<file path="src/hw/lem_pkg.sv">
// package: constants and types for the led engine block
// Behaviour
// - direct duty instruction loads mapped channels from its low eight bits, no ramp
// - direct duty instruction lasts sixteen master clock cycles before the next one
// - variable duty form: selector 0 local A, 1 local B, 2 global C, 3 global D
// - during a pause the engine waits and leaves every duty it controls unchanged
// - pause with prescale and time both zero runs as the reset instruction
// - pause prescale 0 ticks every 16 master cycles, prescale 1 every 512
// - pause lasts the five-bit time field times the selected prescale tick
// - mapping rows live in lower program memory, addressed by seven-bit absolute address
// - each of three engines may drive any subset of the nine channels
// - on a shared channel engine 1 beats engines 2 and 3, engine 2 beats 3
// - activating instructions move the pointer and apply the row; pointer-only ones just move
// - mapping rows and fader enables read at 70h to 75h, never written by the bus
// - an engine-mapped channel ignores bus duty writes until the engine maps elsewhere
// - remapping alone never changes an output; only a duty instruction or a bus duty write to an unmapped channel does
// - a released channel keeps the last engine value as its duty
// - duty is 12 bits; instructions and registers see the upper 8 bits
// - row bits 8 to 0 select channels 8 to 0, bit 9 enables the engine fader
// - start, end and pointer loads leave connections alone; prefix 100111, seven-bit address
// - stepping past end wraps to start, stepping back past start wraps to end
// - single select connects one channel for values 1 to 9, otherwise none
package lem_pkg;
    localparam int CLK_HZ = 100_000_000;
    localparam int MCLK_HZ = 32_768;
    localparam int MCLK_DIV = CLK_HZ / MCLK_HZ;
    localparam logic [11:0] MCLK_DIV_M1 = 12'(MCLK_DIV - 1);
    localparam int ENG_N = 3;
    localparam int CH_N = 9;
    localparam int DUTY_W = 12;
    localparam int DUTY_FRAC_W = 4;
    localparam logic [3:0] DUTY_FRAC_ZERO = 4'h0;
    // durations in master ticks
    localparam logic [13:0] INSTR_TICKS = 14'h0010;
    localparam int PRE0_SHIFT = 4;
    localparam int PRE1_SHIFT = 9;
    // opcode fields
    localparam logic [7:0] OPC_SETPWM = 8'h40;
    localparam logic [13:0] OPC_SETVAR = 14'h2118;
    localparam logic [5:0] OPC_MAP_PFX = 6'h27;
    localparam logic [2:0] SUB_LD_START = 3'h4;
    localparam logic [2:0] SUB_MAP_START = 3'h0;
    localparam logic [2:0] SUB_LD_END = 3'h1;
    localparam logic [2:0] SUB_MAP_SEL = 3'h2;
    localparam logic [2:0] SUB_STEP = 3'h3;
    localparam logic [2:0] SUB_LD_ADDR = 3'h6;
    localparam logic [2:0] SUB_MAP_ADDR = 3'h7;
    localparam logic [6:0] STEP_NEXT = 7'h00;
    localparam logic [6:0] STEP_PREV = 7'h40;
    localparam logic [6:0] STEP_LD_NEXT = 7'h01;
    localparam logic [6:0] STEP_LD_PREV = 7'h41;
    localparam logic [6:0] SEL_MIN = 7'h01;
    localparam logic [6:0] SEL_MAX = 7'h09;
    localparam int ROW_FADER_BIT = 9;
    // register indices; byte address is four times the index
    localparam logic [7:0] IDX_MAP_BASE = 8'h70;
    localparam logic [7:0] IDX_MAP_LAST = 8'h75;
    localparam logic [7:0] IDX_DUTY_BASE = 8'h40;
    localparam logic [7:0] IDX_DUTY_LAST = 8'h48;
    localparam logic [2:0] HSIZE_WORD = 3'h2;

    typedef enum logic [3:0] {
        OP_SETPWM = 4'h0, OP_SETVAR = 4'h1, OP_WAIT = 4'h2, OP_RST = 4'h3,
        OP_LD_START = 4'h4, OP_MAP_START = 4'h5, OP_LD_END = 4'h6, OP_MAP_SEL = 4'h7,
        OP_MAP_NEXT = 4'h8, OP_MAP_PREV = 4'h9, OP_LD_NEXT = 4'hA, OP_LD_PREV = 4'hB,
        OP_LD_ADDR = 4'hC, OP_MAP_ADDR = 4'hD, OP_OTHER = 4'hE
    } lem_op_t;

    typedef enum logic [2:0] {
        ST_IDLE = 3'h0, ST_FETCH = 3'h1, ST_ISSUE = 3'h2, ST_LOAD = 3'h3, ST_HOLD = 3'h4
    } lem_st_t;
endpackage : lem_pkg

</file>
<file path="src/hw/lem_map_engine.sv">
// module: duty and mapping execution for three led engines
//
// The AHB-Lite slave port and the register offsets are this design's own decisions.
`timescale 1ns/1ps
module lem_map_engine
    import lem_pkg::*;
(
    input wire logic ref_clk,
    input wire logic rst,
    input wire logic hsel,
    input wire logic [31:0] haddr,
    input wire logic [1:0] htrans,
    input wire logic hwrite,
    input wire logic [2:0] hsize,
    input wire logic hready,
    input wire logic [31:0] hwdata,
    output logic [31:0] hrdata,
    output logic hreadyout,
    output logic hresp,
    input wire logic [ENG_N-1:0] instr_valid,
    input wire logic [ENG_N-1:0][15:0] instr,
    output logic [ENG_N-1:0] instr_ready,
    output logic [ENG_N-1:0] instr_done,
    output logic [ENG_N-1:0] instr_unhandled,
    output logic [ENG_N-1:0] eng_rst_req,
    input wire logic [ENG_N-1:0][7:0] var_a,
    input wire logic [ENG_N-1:0][7:0] var_b,
    input wire logic [7:0] var_c,
    input wire logic [7:0] var_d,
    output logic sram_rd_en,
    output logic [6:0] sram_addr,
    input wire logic [15:0] sram_rdata,
    output logic [CH_N-1:0][DUTY_W-1:0] ch_duty,
    output logic [CH_N-1:0] ch_owned,
    output logic [ENG_N-1:0] fader_en
);

    // instruction word classification, shared by all three engines
    function automatic lem_op_t lem_decode(input logic [15:0] w);
        lem_op_t op;
        op = OP_OTHER;
        if (w[15:8] == OPC_SETPWM)
            op = OP_SETPWM;
        else if (w[15:2] == OPC_SETVAR)
            op = OP_SETVAR;
        else if (!w[15] && w[8:0] == 9'h000)
            op = (w[14:9] == 6'h00) ? OP_RST : OP_WAIT;
        else if (w[15:10] == OPC_MAP_PFX)
        begin
            case (w[9:7])
                SUB_LD_START: op = OP_LD_START;
                SUB_MAP_START: op = OP_MAP_START;
                SUB_LD_END: op = OP_LD_END;
                SUB_MAP_SEL: op = OP_MAP_SEL;
                SUB_LD_ADDR: op = OP_LD_ADDR;
                SUB_MAP_ADDR: op = OP_MAP_ADDR;
                SUB_STEP:
                    case (w[6:0])
                        STEP_NEXT: op = OP_MAP_NEXT;
                        STEP_PREV: op = OP_MAP_PREV;
                        STEP_LD_NEXT: op = OP_LD_NEXT;
                        STEP_LD_PREV: op = OP_LD_PREV;
                        default: op = OP_OTHER;
                    endcase
                default: op = OP_OTHER;
            endcase
        end
        return op;
    endfunction : lem_decode

    // one-hot channel for a select value, none outside 1..9
    function automatic logic [CH_N-1:0] lem_sel_mask(input logic [6:0] sel);
        logic [CH_N-1:0] m;
        m = 9'h000;
        if (sel >= SEL_MIN && sel <= SEL_MAX)
            m = 9'(9'h001 << (sel - SEL_MIN));
        return m;
    endfunction : lem_sel_mask

    // owning engine of a channel: {valid, index}, lowest index wins
    function automatic logic [2:0] lem_owner(input logic [ENG_N-1:0][CH_N-1:0] m, input int c);
        logic [2:0] r;
        r = 3'h0;
        for (int e = ENG_N - 1; e >= 0; e--)
            if (m[e][c])
                r = {1'h1, 2'(e)};
        return r;
    endfunction : lem_owner

    logic [11:0] div_ff;
    logic mtick_ff;
    logic ap_rd_ff;
    logic ap_wr_ff;
    logic ap_ok_ff;
    logic [7:0] ap_idx_ff;
    logic [31:0] hrdata_ff;
    logic [31:0] rd_val;
    logic take;
    logic bus_wr;
    logic [ENG_N-1:0][CH_N-1:0] map_mask;
    logic [ENG_N-1:0] set_req;
    logic [ENG_N-1:0][7:0] set_val;
    logic [ENG_N-1:0] want;
    logic [ENG_N-1:0][6:0] want_addr;
    logic [ENG_N-1:0] gnt;
    logic [6:0] gnt_addr;
    logic rd_ff;
    logic [6:0] addr_ff;
    logic [CH_N-1:0][DUTY_W-1:0] duty_ff;

    // master clock enable pulse
    always_ff @(posedge ref_clk or posedge rst)
    begin
        if (rst)
        begin
            div_ff <= 12'h000;
            mtick_ff <= 1'h0;
        end
        else if (div_ff == MCLK_DIV_M1)
        begin
            div_ff <= 12'h000;
            mtick_ff <= 1'h1;
        end
        else
        begin
            div_ff <= div_ff + 12'h001;
            mtick_ff <= 1'h0;
        end
    end

    // address phase; odd accesses answer okay, ignored
    assign take = hsel & hready & htrans[1];

    always_ff @(posedge ref_clk or posedge rst)
    begin
        if (rst)
        begin
            ap_rd_ff <= 1'h0;
            ap_wr_ff <= 1'h0;
            ap_ok_ff <= 1'h0;
            ap_idx_ff <= 8'h00;
        end
        else if (hready)
        begin
            ap_rd_ff <= take & ~hwrite;
            ap_wr_ff <= take & hwrite;
            ap_ok_ff <= (hsize == HSIZE_WORD) & (haddr[31:10] == 22'h000000) & (haddr[1:0] == 2'h0);
            ap_idx_ff <= haddr[9:2];
        end
        else
        begin
            // read wait ends; hrdata loads on this edge
            ap_rd_ff <= 1'h0;
        end
    end

    // one read wait state so a prior write is visible
    assign hreadyout = ~ap_rd_ff;
    assign hresp = 1'h0;
    assign hrdata = hrdata_ff;
    assign bus_wr = ap_wr_ff & ap_ok_ff & hready;

    // register read mux
    always_comb
    begin
        rd_val = 32'h00000000;
        if (ap_ok_ff && ap_idx_ff >= IDX_MAP_BASE && ap_idx_ff <= IDX_MAP_LAST)
        begin
            for (int e = 0; e < ENG_N; e++)
            begin
                if (ap_idx_ff == IDX_MAP_BASE + 8'(2 * e))
                    rd_val = {30'h00000000, fader_en[e], map_mask[e][CH_N-1]};
                if (ap_idx_ff == IDX_MAP_BASE + 8'(2 * e + 1))
                    rd_val = {24'h000000, map_mask[e][7:0]};
            end
        end
        else if (ap_ok_ff && ap_idx_ff >= IDX_DUTY_BASE && ap_idx_ff <= IDX_DUTY_LAST)
        begin
            for (int c = 0; c < CH_N; c++)
                if (ap_idx_ff == IDX_DUTY_BASE + 8'(c))
                    rd_val = {24'h000000, duty_ff[c][DUTY_W-1:DUTY_FRAC_W]};
        end
    end

    always_ff @(posedge ref_clk or posedge rst)
    begin
        if (rst)
            hrdata_ff <= 32'h00000000;
        else if (ap_rd_ff)
            hrdata_ff <= rd_val;
    end

    // row read arbiter: lowest engine first
    always_comb
    begin
        gnt = 3'h0;
        gnt_addr = 7'h00;
        for (int e = 0; e < ENG_N; e++)
            if (want[e] && gnt == 3'h0)
            begin
                gnt[e] = 1'h1;
                gnt_addr = want_addr[e];
            end
    end

    always_ff @(posedge ref_clk or posedge rst)
    begin
        if (rst)
        begin
            rd_ff <= 1'h0;
            addr_ff <= 7'h00;
        end
        else
        begin
            rd_ff <= |gnt;
            addr_ff <= gnt_addr;
        end
    end

    assign sram_rd_en = rd_ff;
    assign sram_addr = addr_ff;

    // one execution engine per loop index, three per instance
    for (genvar e = 0; e < ENG_N; e++)
    begin : g_eng
        lem_st_t st_ff;
        lem_op_t op;
        logic [6:0] start_ff;
        logic [6:0] end_ff;
        logic [6:0] ptr_ff;
        logic [6:0] fad_ff;
        logic [CH_N-1:0] mask_ff;
        logic fader_ff;
        logic [13:0] hold_ff;
        logic done_ff;
        logic unh_ff;
        logic rstq_ff;
        logic [6:0] nxt_fwd;
        logic [6:0] nxt_back;
        logic [6:0] oper;
        logic [13:0] wait_ticks;

        assign op = lem_decode(instr[e]);
        assign oper = instr[e][6:0];
        assign nxt_fwd = (ptr_ff == end_ff) ? start_ff : ptr_ff + 7'h01;
        assign nxt_back = (ptr_ff == start_ff) ? end_ff : ptr_ff - 7'h01;
        assign wait_ticks = instr[e][14] ? 14'({instr[e][13:9], 9'h000}) : 14'({instr[e][13:9], 4'h0});

        // duty push only on an accepted duty instruction
        assign set_req[e] = (st_ff == ST_IDLE) & instr_valid[e] & ((op == OP_SETPWM) | (op == OP_SETVAR));
        always_comb
        begin
            set_val[e] = instr[e][7:0];
            if (op == OP_SETVAR)
            begin
                case (instr[e][1:0])
                    2'h0: set_val[e] = var_a[e];
                    2'h1: set_val[e] = var_b[e];
                    2'h2: set_val[e] = var_c;
                    default: set_val[e] = var_d;
                endcase
            end
        end

        assign want[e] = (st_ff == ST_FETCH);
        assign want_addr[e] = fad_ff;
        assign map_mask[e] = mask_ff;
        assign fader_en[e] = fader_ff;
        assign instr_ready[e] = (st_ff == ST_IDLE);
        assign instr_done[e] = done_ff;
        assign instr_unhandled[e] = unh_ff;
        assign eng_rst_req[e] = rstq_ff;

        always_ff @(posedge ref_clk or posedge rst)
        begin
            if (rst)
            begin
                st_ff <= ST_IDLE;
                start_ff <= 7'h00;
                end_ff <= 7'h00;
                ptr_ff <= 7'h00;
                fad_ff <= 7'h00;
                mask_ff <= 9'h000;
                fader_ff <= 1'h0;
                hold_ff <= 14'h0000;
                done_ff <= 1'h0;
                unh_ff <= 1'h0;
                rstq_ff <= 1'h0;
            end
            else
            begin
                done_ff <= 1'h0;
                unh_ff <= 1'h0;
                rstq_ff <= 1'h0;
                unique case (st_ff)
                    ST_IDLE:
                        if (instr_valid[e])
                        begin
                            hold_ff <= INSTR_TICKS;
                            st_ff <= ST_HOLD;
                            case (op)
                                OP_SETPWM, OP_SETVAR: st_ff <= ST_HOLD;
                                OP_WAIT:
                                    hold_ff <= wait_ticks;
                                OP_RST:
                                begin
                                    rstq_ff <= 1'h1;
                                    done_ff <= 1'h1;
                                    st_ff <= ST_IDLE;
                                end
                                OP_LD_START: start_ff <= oper;
                                OP_LD_END: end_ff <= oper;
                                OP_LD_ADDR: ptr_ff <= oper;
                                OP_LD_NEXT: ptr_ff <= nxt_fwd;
                                OP_LD_PREV: ptr_ff <= nxt_back;
                                OP_MAP_SEL:
                                begin
                                    mask_ff <= lem_sel_mask(oper);
                                    fader_ff <= 1'h0;
                                end
                                OP_MAP_START:
                                begin
                                    start_ff <= oper;
                                    ptr_ff <= oper;
                                    fad_ff <= oper;
                                    st_ff <= ST_FETCH;
                                end
                                OP_MAP_ADDR:
                                begin
                                    ptr_ff <= oper;
                                    fad_ff <= oper;
                                    st_ff <= ST_FETCH;
                                end
                                OP_MAP_NEXT:
                                begin
                                    ptr_ff <= nxt_fwd;
                                    fad_ff <= nxt_fwd;
                                    st_ff <= ST_FETCH;
                                end
                                OP_MAP_PREV:
                                begin
                                    ptr_ff <= nxt_back;
                                    fad_ff <= nxt_back;
                                    st_ff <= ST_FETCH;
                                end
                                default:
                                begin
                                    // ramps, branches, arithmetic run elsewhere
                                    unh_ff <= 1'h1;
                                    done_ff <= 1'h1;
                                    st_ff <= ST_IDLE;
                                end
                            endcase
                        end
                    ST_FETCH:
                        if (gnt[e])
                            st_ff <= ST_ISSUE;
                    ST_ISSUE:
                        st_ff <= ST_LOAD;
                    ST_LOAD:
                    begin
                        // row sets connections and fader enable; outputs wait for duty
                        mask_ff <= sram_rdata[CH_N-1:0];
                        fader_ff <= sram_rdata[ROW_FADER_BIT];
                        hold_ff <= INSTR_TICKS;
                        st_ff <= ST_HOLD;
                    end
                    ST_HOLD:
                        if (mtick_ff)
                        begin
                            if (hold_ff <= 14'h0001)
                            begin
                                done_ff <= 1'h1;
                                st_ff <= ST_IDLE;
                            end
                            else
                                hold_ff <= hold_ff - 14'h0001;
                        end
                    default:
                        st_ff <= ST_IDLE;
                endcase
            end
        end
    end

    // duty store: owner engine wins, bus writes reach unowned channels
    always_ff @(posedge ref_clk or posedge rst)
    begin
        if (rst)
            duty_ff <= {CH_N{12'h000}};
        else
        begin
            for (int c = 0; c < CH_N; c++)
            begin
                logic [2:0] own;
                own = lem_owner(map_mask, c);
                if (own[2])
                begin
                    if (set_req[own[1:0]])
                        duty_ff[c] <= {set_val[own[1:0]], DUTY_FRAC_ZERO};
                end
                else if (bus_wr && ap_idx_ff == IDX_DUTY_BASE + 8'(c))
                    duty_ff[c] <= {hwdata[7:0], DUTY_FRAC_ZERO};
            end
        end
    end

    // ownership flags for the driver side
    always_comb
    begin
        for (int c = 0; c < CH_N; c++)
        begin
            logic [2:0] own;
            own = lem_owner(map_mask, c);
            ch_owned[c] = own[2];
        end
    end

    assign ch_duty = duty_ff;

endmodule : lem_map_engine

</file>
<file path="config.mk">
export PLATFORM = sky130hd
export DESIGN_NAME = lem_map_engine
export DESIGN_NICKNAME = d
export VERILOG_FILES = /design/src/hw/lem_pkg.sv /design/src/hw/lem_map_engine.sv
export SDC_FILE = /design/constraint.sdc
export NUM_CORES = 1
export LEC_CHECK = 0
export BUFFER_PORTS_ARGS = -buffer_cell sky130_fd_sc_hd__buf_2
export CORE_ASPECT_RATIO = 0.8
export CORE_MARGIN = 1.5
export CORE_UTILIZATION = 35
export DETAILED_ROUTE_END_ITERATION = 8
export PLACE_DENSITY = 0.55
export SYNTH_ARGS = -nofsm -noshare
export SYNTH_HDL_FRONTEND = slang
export SYNTH_SLANG_ARGS = --single-unit
</file>
<file path="constraint.sdc">
create_clock -name ref_clk -period 15.3 [get_ports ref_clk]
set_input_delay 1.53 -clock ref_clk [delete_from_list [all_inputs] [get_ports ref_clk]]
set_output_delay 1.53 -clock ref_clk [all_outputs]
set_load 0.01 [all_outputs]
</file>
==> PnR_summary.wiki <==
{| class="wikitable"
! Metric !! Value
|-
| Share of final-layout standard cells stronger than drive strength 1 || 19.7%
|-
| CTS tree || yes
|-
| Critical path's slowest cell || o21ai_1
|-
| Highest ir drop seen on vdd || 66.5 µV
|-
| Max Slew Vio Count || 0
|-
| Buffers inserted by post-CTS timing repair || 0
|-
| Seq/Total Area, Yosys || 34.7%
|-
| Most used cells in the layout excluding fill and tap cells || 286 x dfrtp_1, 286 x buf_2, 232 x nand2_1
|-
| Area leader, netlist || dfrtp_1
|-
| Count of input and output buffers || 286
|-
| Total of flip-flops plus latches after synthesis || 286
|-
| Predominant post-synthesis flop cell || dfrtp_1
|-
| Startpoint type of the worst setup path || input pin
|-
| Power density normalized to cell area || 114 mW/mm²
|-
| Area occupied by registers || 0.00716 mm²
|-
| Synth unique cells || 104
|-
| Wire length per cell || 24.7 µm
|-
| Non-filler cells, final || 3,317
|-
| Design area || 0.0235 mm²
|-
| Launching instance or port of the critical path || instr[33]
|-
| Worst clock skew || 0.0254 ns
|-
| Antenna Nets Post-Route || 0
|-
| Quantity of hold-fixing buffers added after cts || 0
|-
| Final number of hold-violating endpoints || 0
|-
| Startpoint of the most critical register-to-register path || ap_idx_ff[2]$_DFFE_PP0P_
|-
| Final net count || 2,758
|-
| Cell-by-cell listing of the critical path || buf_2 > inv_1 > ha_1 > a222oi_1 > mux2i_1 > o21ai_1 > a21oi_1 > nor3_1 > a211oi_1 > mux2_2
|-
| Total congestion overflow after global routing || 0
|-
| Worst Setup End Kind || flip-flop
|-
| Number of synthesized flops with an enable pin || 0
|-
| Hold crit path type || reg -> reg
|-
| DP Area || 0.0223 mm²
|-
| Count of vias placed by the detailed router || 20.0k
|-
| Crit Path Class || in -> reg
|-
| Estimated wirelength of the detail-placed design || 61.8 mm
|-
| Launch instance of the worst min-delay path || g_eng[2].hold_ff[13]$_DFFE_PP0P_
|-
| Site row count || 79
|-
| Syn Std Cell Area || 0.0206 mm²
|-
| Starting utilization of the core area || 35.4%
|-
| Final number of setup-violating endpoints || 0
|-
| Number of max-capacitance violations reported || 0
|-
| Outcome || finished with violations
|-
| Overall die height || 220 µm
|-
| Area taken by multi-input logic gates || 0.0122 mm²
|-
| Detailed-route DRC error count || 3
|-
| Clock-pin slew on the worst setup and hold paths || 0.05 ns
|-
| Leading post-synthesis cells by cell area || dfrtp_1 35%, mux2i_1 4.9%, nand2_1 4.2%
|-
| Largest fanout on the critical path || 11
|-
| Clk sink count || 286
|-
| Total instance count after detailed placement || 3,256
|-
| Core Box Area || 0.0582 mm²
|-
| Die width || 274 µm
|-
| Leakage || 10.6 nW
|-
| Largest stage delay, worst path || 1.09 ns
|-
| H-Tree Depth || 2
|-
| Number of cells upsized or downsized after cts || 0
|-
| Fraction of synthesized cell area taken by the top area cell type || 34.7%
|-
| Avg Vias per Cell || 6.03
|-
| Filler cell count in the final layout || 5,771
|-
| Worst Max-Slew Pin Slew || 1.42 ns
|-
| Setup repair after global routing missed its margin || no
|-
| Final wirelength || 81.9 mm
|-
| GP Congestion || 0.938
|-
| Number of global-route vias before repair || 18.7k
|-
| Longest Clk Path Bufs || 3
|-
| Layout overhead on the synthesized area || 13.9%
|-
| Family with the most delay on the worst path || compound AO/OA/AOI/OAI gates
|-
| Failing checks || design-rule violations
|-
| Average cell area after synthesis || 8.81 µm²
|-
| I/O pin total || 379
|-
| Pre-Repair DR Iteration Count || 9
|-
| Root Driver || clkbuf_16
|-
| Final core occ || 40.4%
|-
| Asr flop ratio synth || 100%
|-
| Num CTS Buffers || 35
|-
| Synthesis Warnings || 0
|-
| DR iter-0 viols || 2,651
|-
| Final worst path period need || 4.59 ns
|-
| Max Fclk || 218 MHz
|-
| Instance count of the mapped netlist || 2,341
|-
| Period utilisation layout || 30.0%
|-
| Maximum number of pins on one net before global-route repair || 99
|-
| Number of antenna violations at the first check in global routing || 6
|-
| Worst skew pair latency || 0.57 ns
|-
| Relative max-transition margin || 4.97%
|-
| Crit path buffers/inverters || 2
|-
| Full die area || 0.0604 mm²
|-
| Wire length of the first global-routing pass || 121 mm
|-
| Worst path required time || 15.74 ns
|-
| Global-route total usage across every layer || 26.5%
|-
| Arrival time of data at the critical path endpoint || 5.03 ns
|-
| Setup_tns || 0 ns
|}
where the power goes:
group	switching (mW)	total, mW	internal [mW]	leakage, nW
combinational	0.501	0.803	0.302	6.22
clock	0.351	0.890	0.539	0.593
sequential	0.151	0.979	0.828	3.80
routing by layer:
layer,share of wire (%),vias up,global-route usage (%)
met5,0.053,-,0
met4,3.0,6,8.55
met3,9.7,150,6.01
met2,44,992,39.6
met1,44,9879,37.6
li1,-,8975,-
worst min-delay path, stage by stage, from the launching register on:
cell and delay [ns]:
dfrtp_1 0.34, nand2_1 0.04, o21ai_0 0.06
sequential cells by signal (all words and copies together), names as in the netlist, 7 cells and up:
signal,cells
g_eng.ptr_ff,21
ap_idx_ff,8
g_eng.start_ff,21
sram_addr,7
ch_duty,72
hrdata,8
g_eng.hold_ff,42
g_eng.fad_ff,21
div_ff,12
g_eng.mask_ff,27
g_eng.st_ff,9
g_eng.end_ff,21
final timing paths:
check,to,slack [ns],cells past startpoint
max,ch_duty[93]$_DFFE_PP0P_,10.71,10
min,g_eng[2].hold_ff[13]$_DFFE_PP0P_,0.47,2
max reg2reg,ch_duty[32]$_DFFE_PP0P_,11.93,6
min reg2reg,g_eng[2].hold_ff[13]$_DFFE_PP0P_,0.47,2
max in group asynchronous,g_eng[2].hold_ff[7]$_DFFE_PP0P_,12.78,3
min in group asynchronous,hrdata[6]$_DFFE_PP0P_,1.05,2
cell type report:
class | instances | area share, %
multi-input combinational | 1811 | 52.1
clock inverter | 13 | 0.740
tap | 769 | 4.09
sequential | 286 | 30.4
timing repair buffer | 315 | 7.01
clock buffer | 46 | 4.38
inverter | 75 | 1.23
antenna | 2 | 0.0213
logic make-up (layout without fill, tap and decap cells):
group | count (synthesis) | after routing | share of synthesized area (%)
adder cells (fa/ha/maj) | 32 | 32 | 1.90
other | 1 | 63 | 0.0182
AND/OR/NAND/NOR | 793 | 793 | 20.2
buffers and inverters | 304 | 449 | 7.14
multiplexers | 161 | 161 | 8.64
XOR/XNOR | 95 | 95 | 4.03
flip-flops | 286 | 286 | 34.7
AO/OA/AOI/OAI | 669 | 669 | 23.4
synthesized netlist by cell type (13+ instances only):
| library cell | number |
|---|---|
| nor3b_1 | 20 |
| a222oi_1 | 68 |
| buf_1 | 13 |
| inv_1 | 74 |
| a31oi_1 | 17 |
| a211oi_1 | 20 |
| nand2_1 | 232 |
| dfrtp_1 | 286 |
| a21oi_1 | 117 |
| or3_1 | 29 |
| nor4_1 | 43 |
| o21ai_1 | 15 |
| clkbuf_1 | 107 |
| nand3b_1 | 19 |
| ha_1 | 29 |
| a22o_1 | 54 |
| nor2b_1 | 32 |
| nor2_1 | 173 |
| xnor2_1 | 50 |
| a21o_1 | 32 |
| mux2_2 | 51 |
| o21ai_0 | 145 |
| buf_2 | 29 |
| mux2i_1 | 100 |
| o221ai_1 | 14 |
| and3_1 | 15 |
| a221o_1 | 27 |
| a22oi_1 | 48 |
| nor3_1 | 53 |
| nand3_1 | 57 |
| o211ai_1 | 13 |
| xor2_1 | 45 |
| buf_4 | 78 |
| and2_1 | 14 |
| nand4_1 | 21 |
per-stage QoR:
stage / setup slack [ns] / hold slack (ns) / power (mW)
after floorplan: 5.88 / 0.449 / 1.51
after global placement: 10.24 / 0.466 / 1.76
after detailed placement: 10.23 / 0.469 / 1.77
after CTS: 10.81 / 0.481 / 2.67
after global routing: 10.48 / 0.507 / 2.80
final: 10.71 / 0.474 / 2.67
Power figures use the tool's default switching activity.
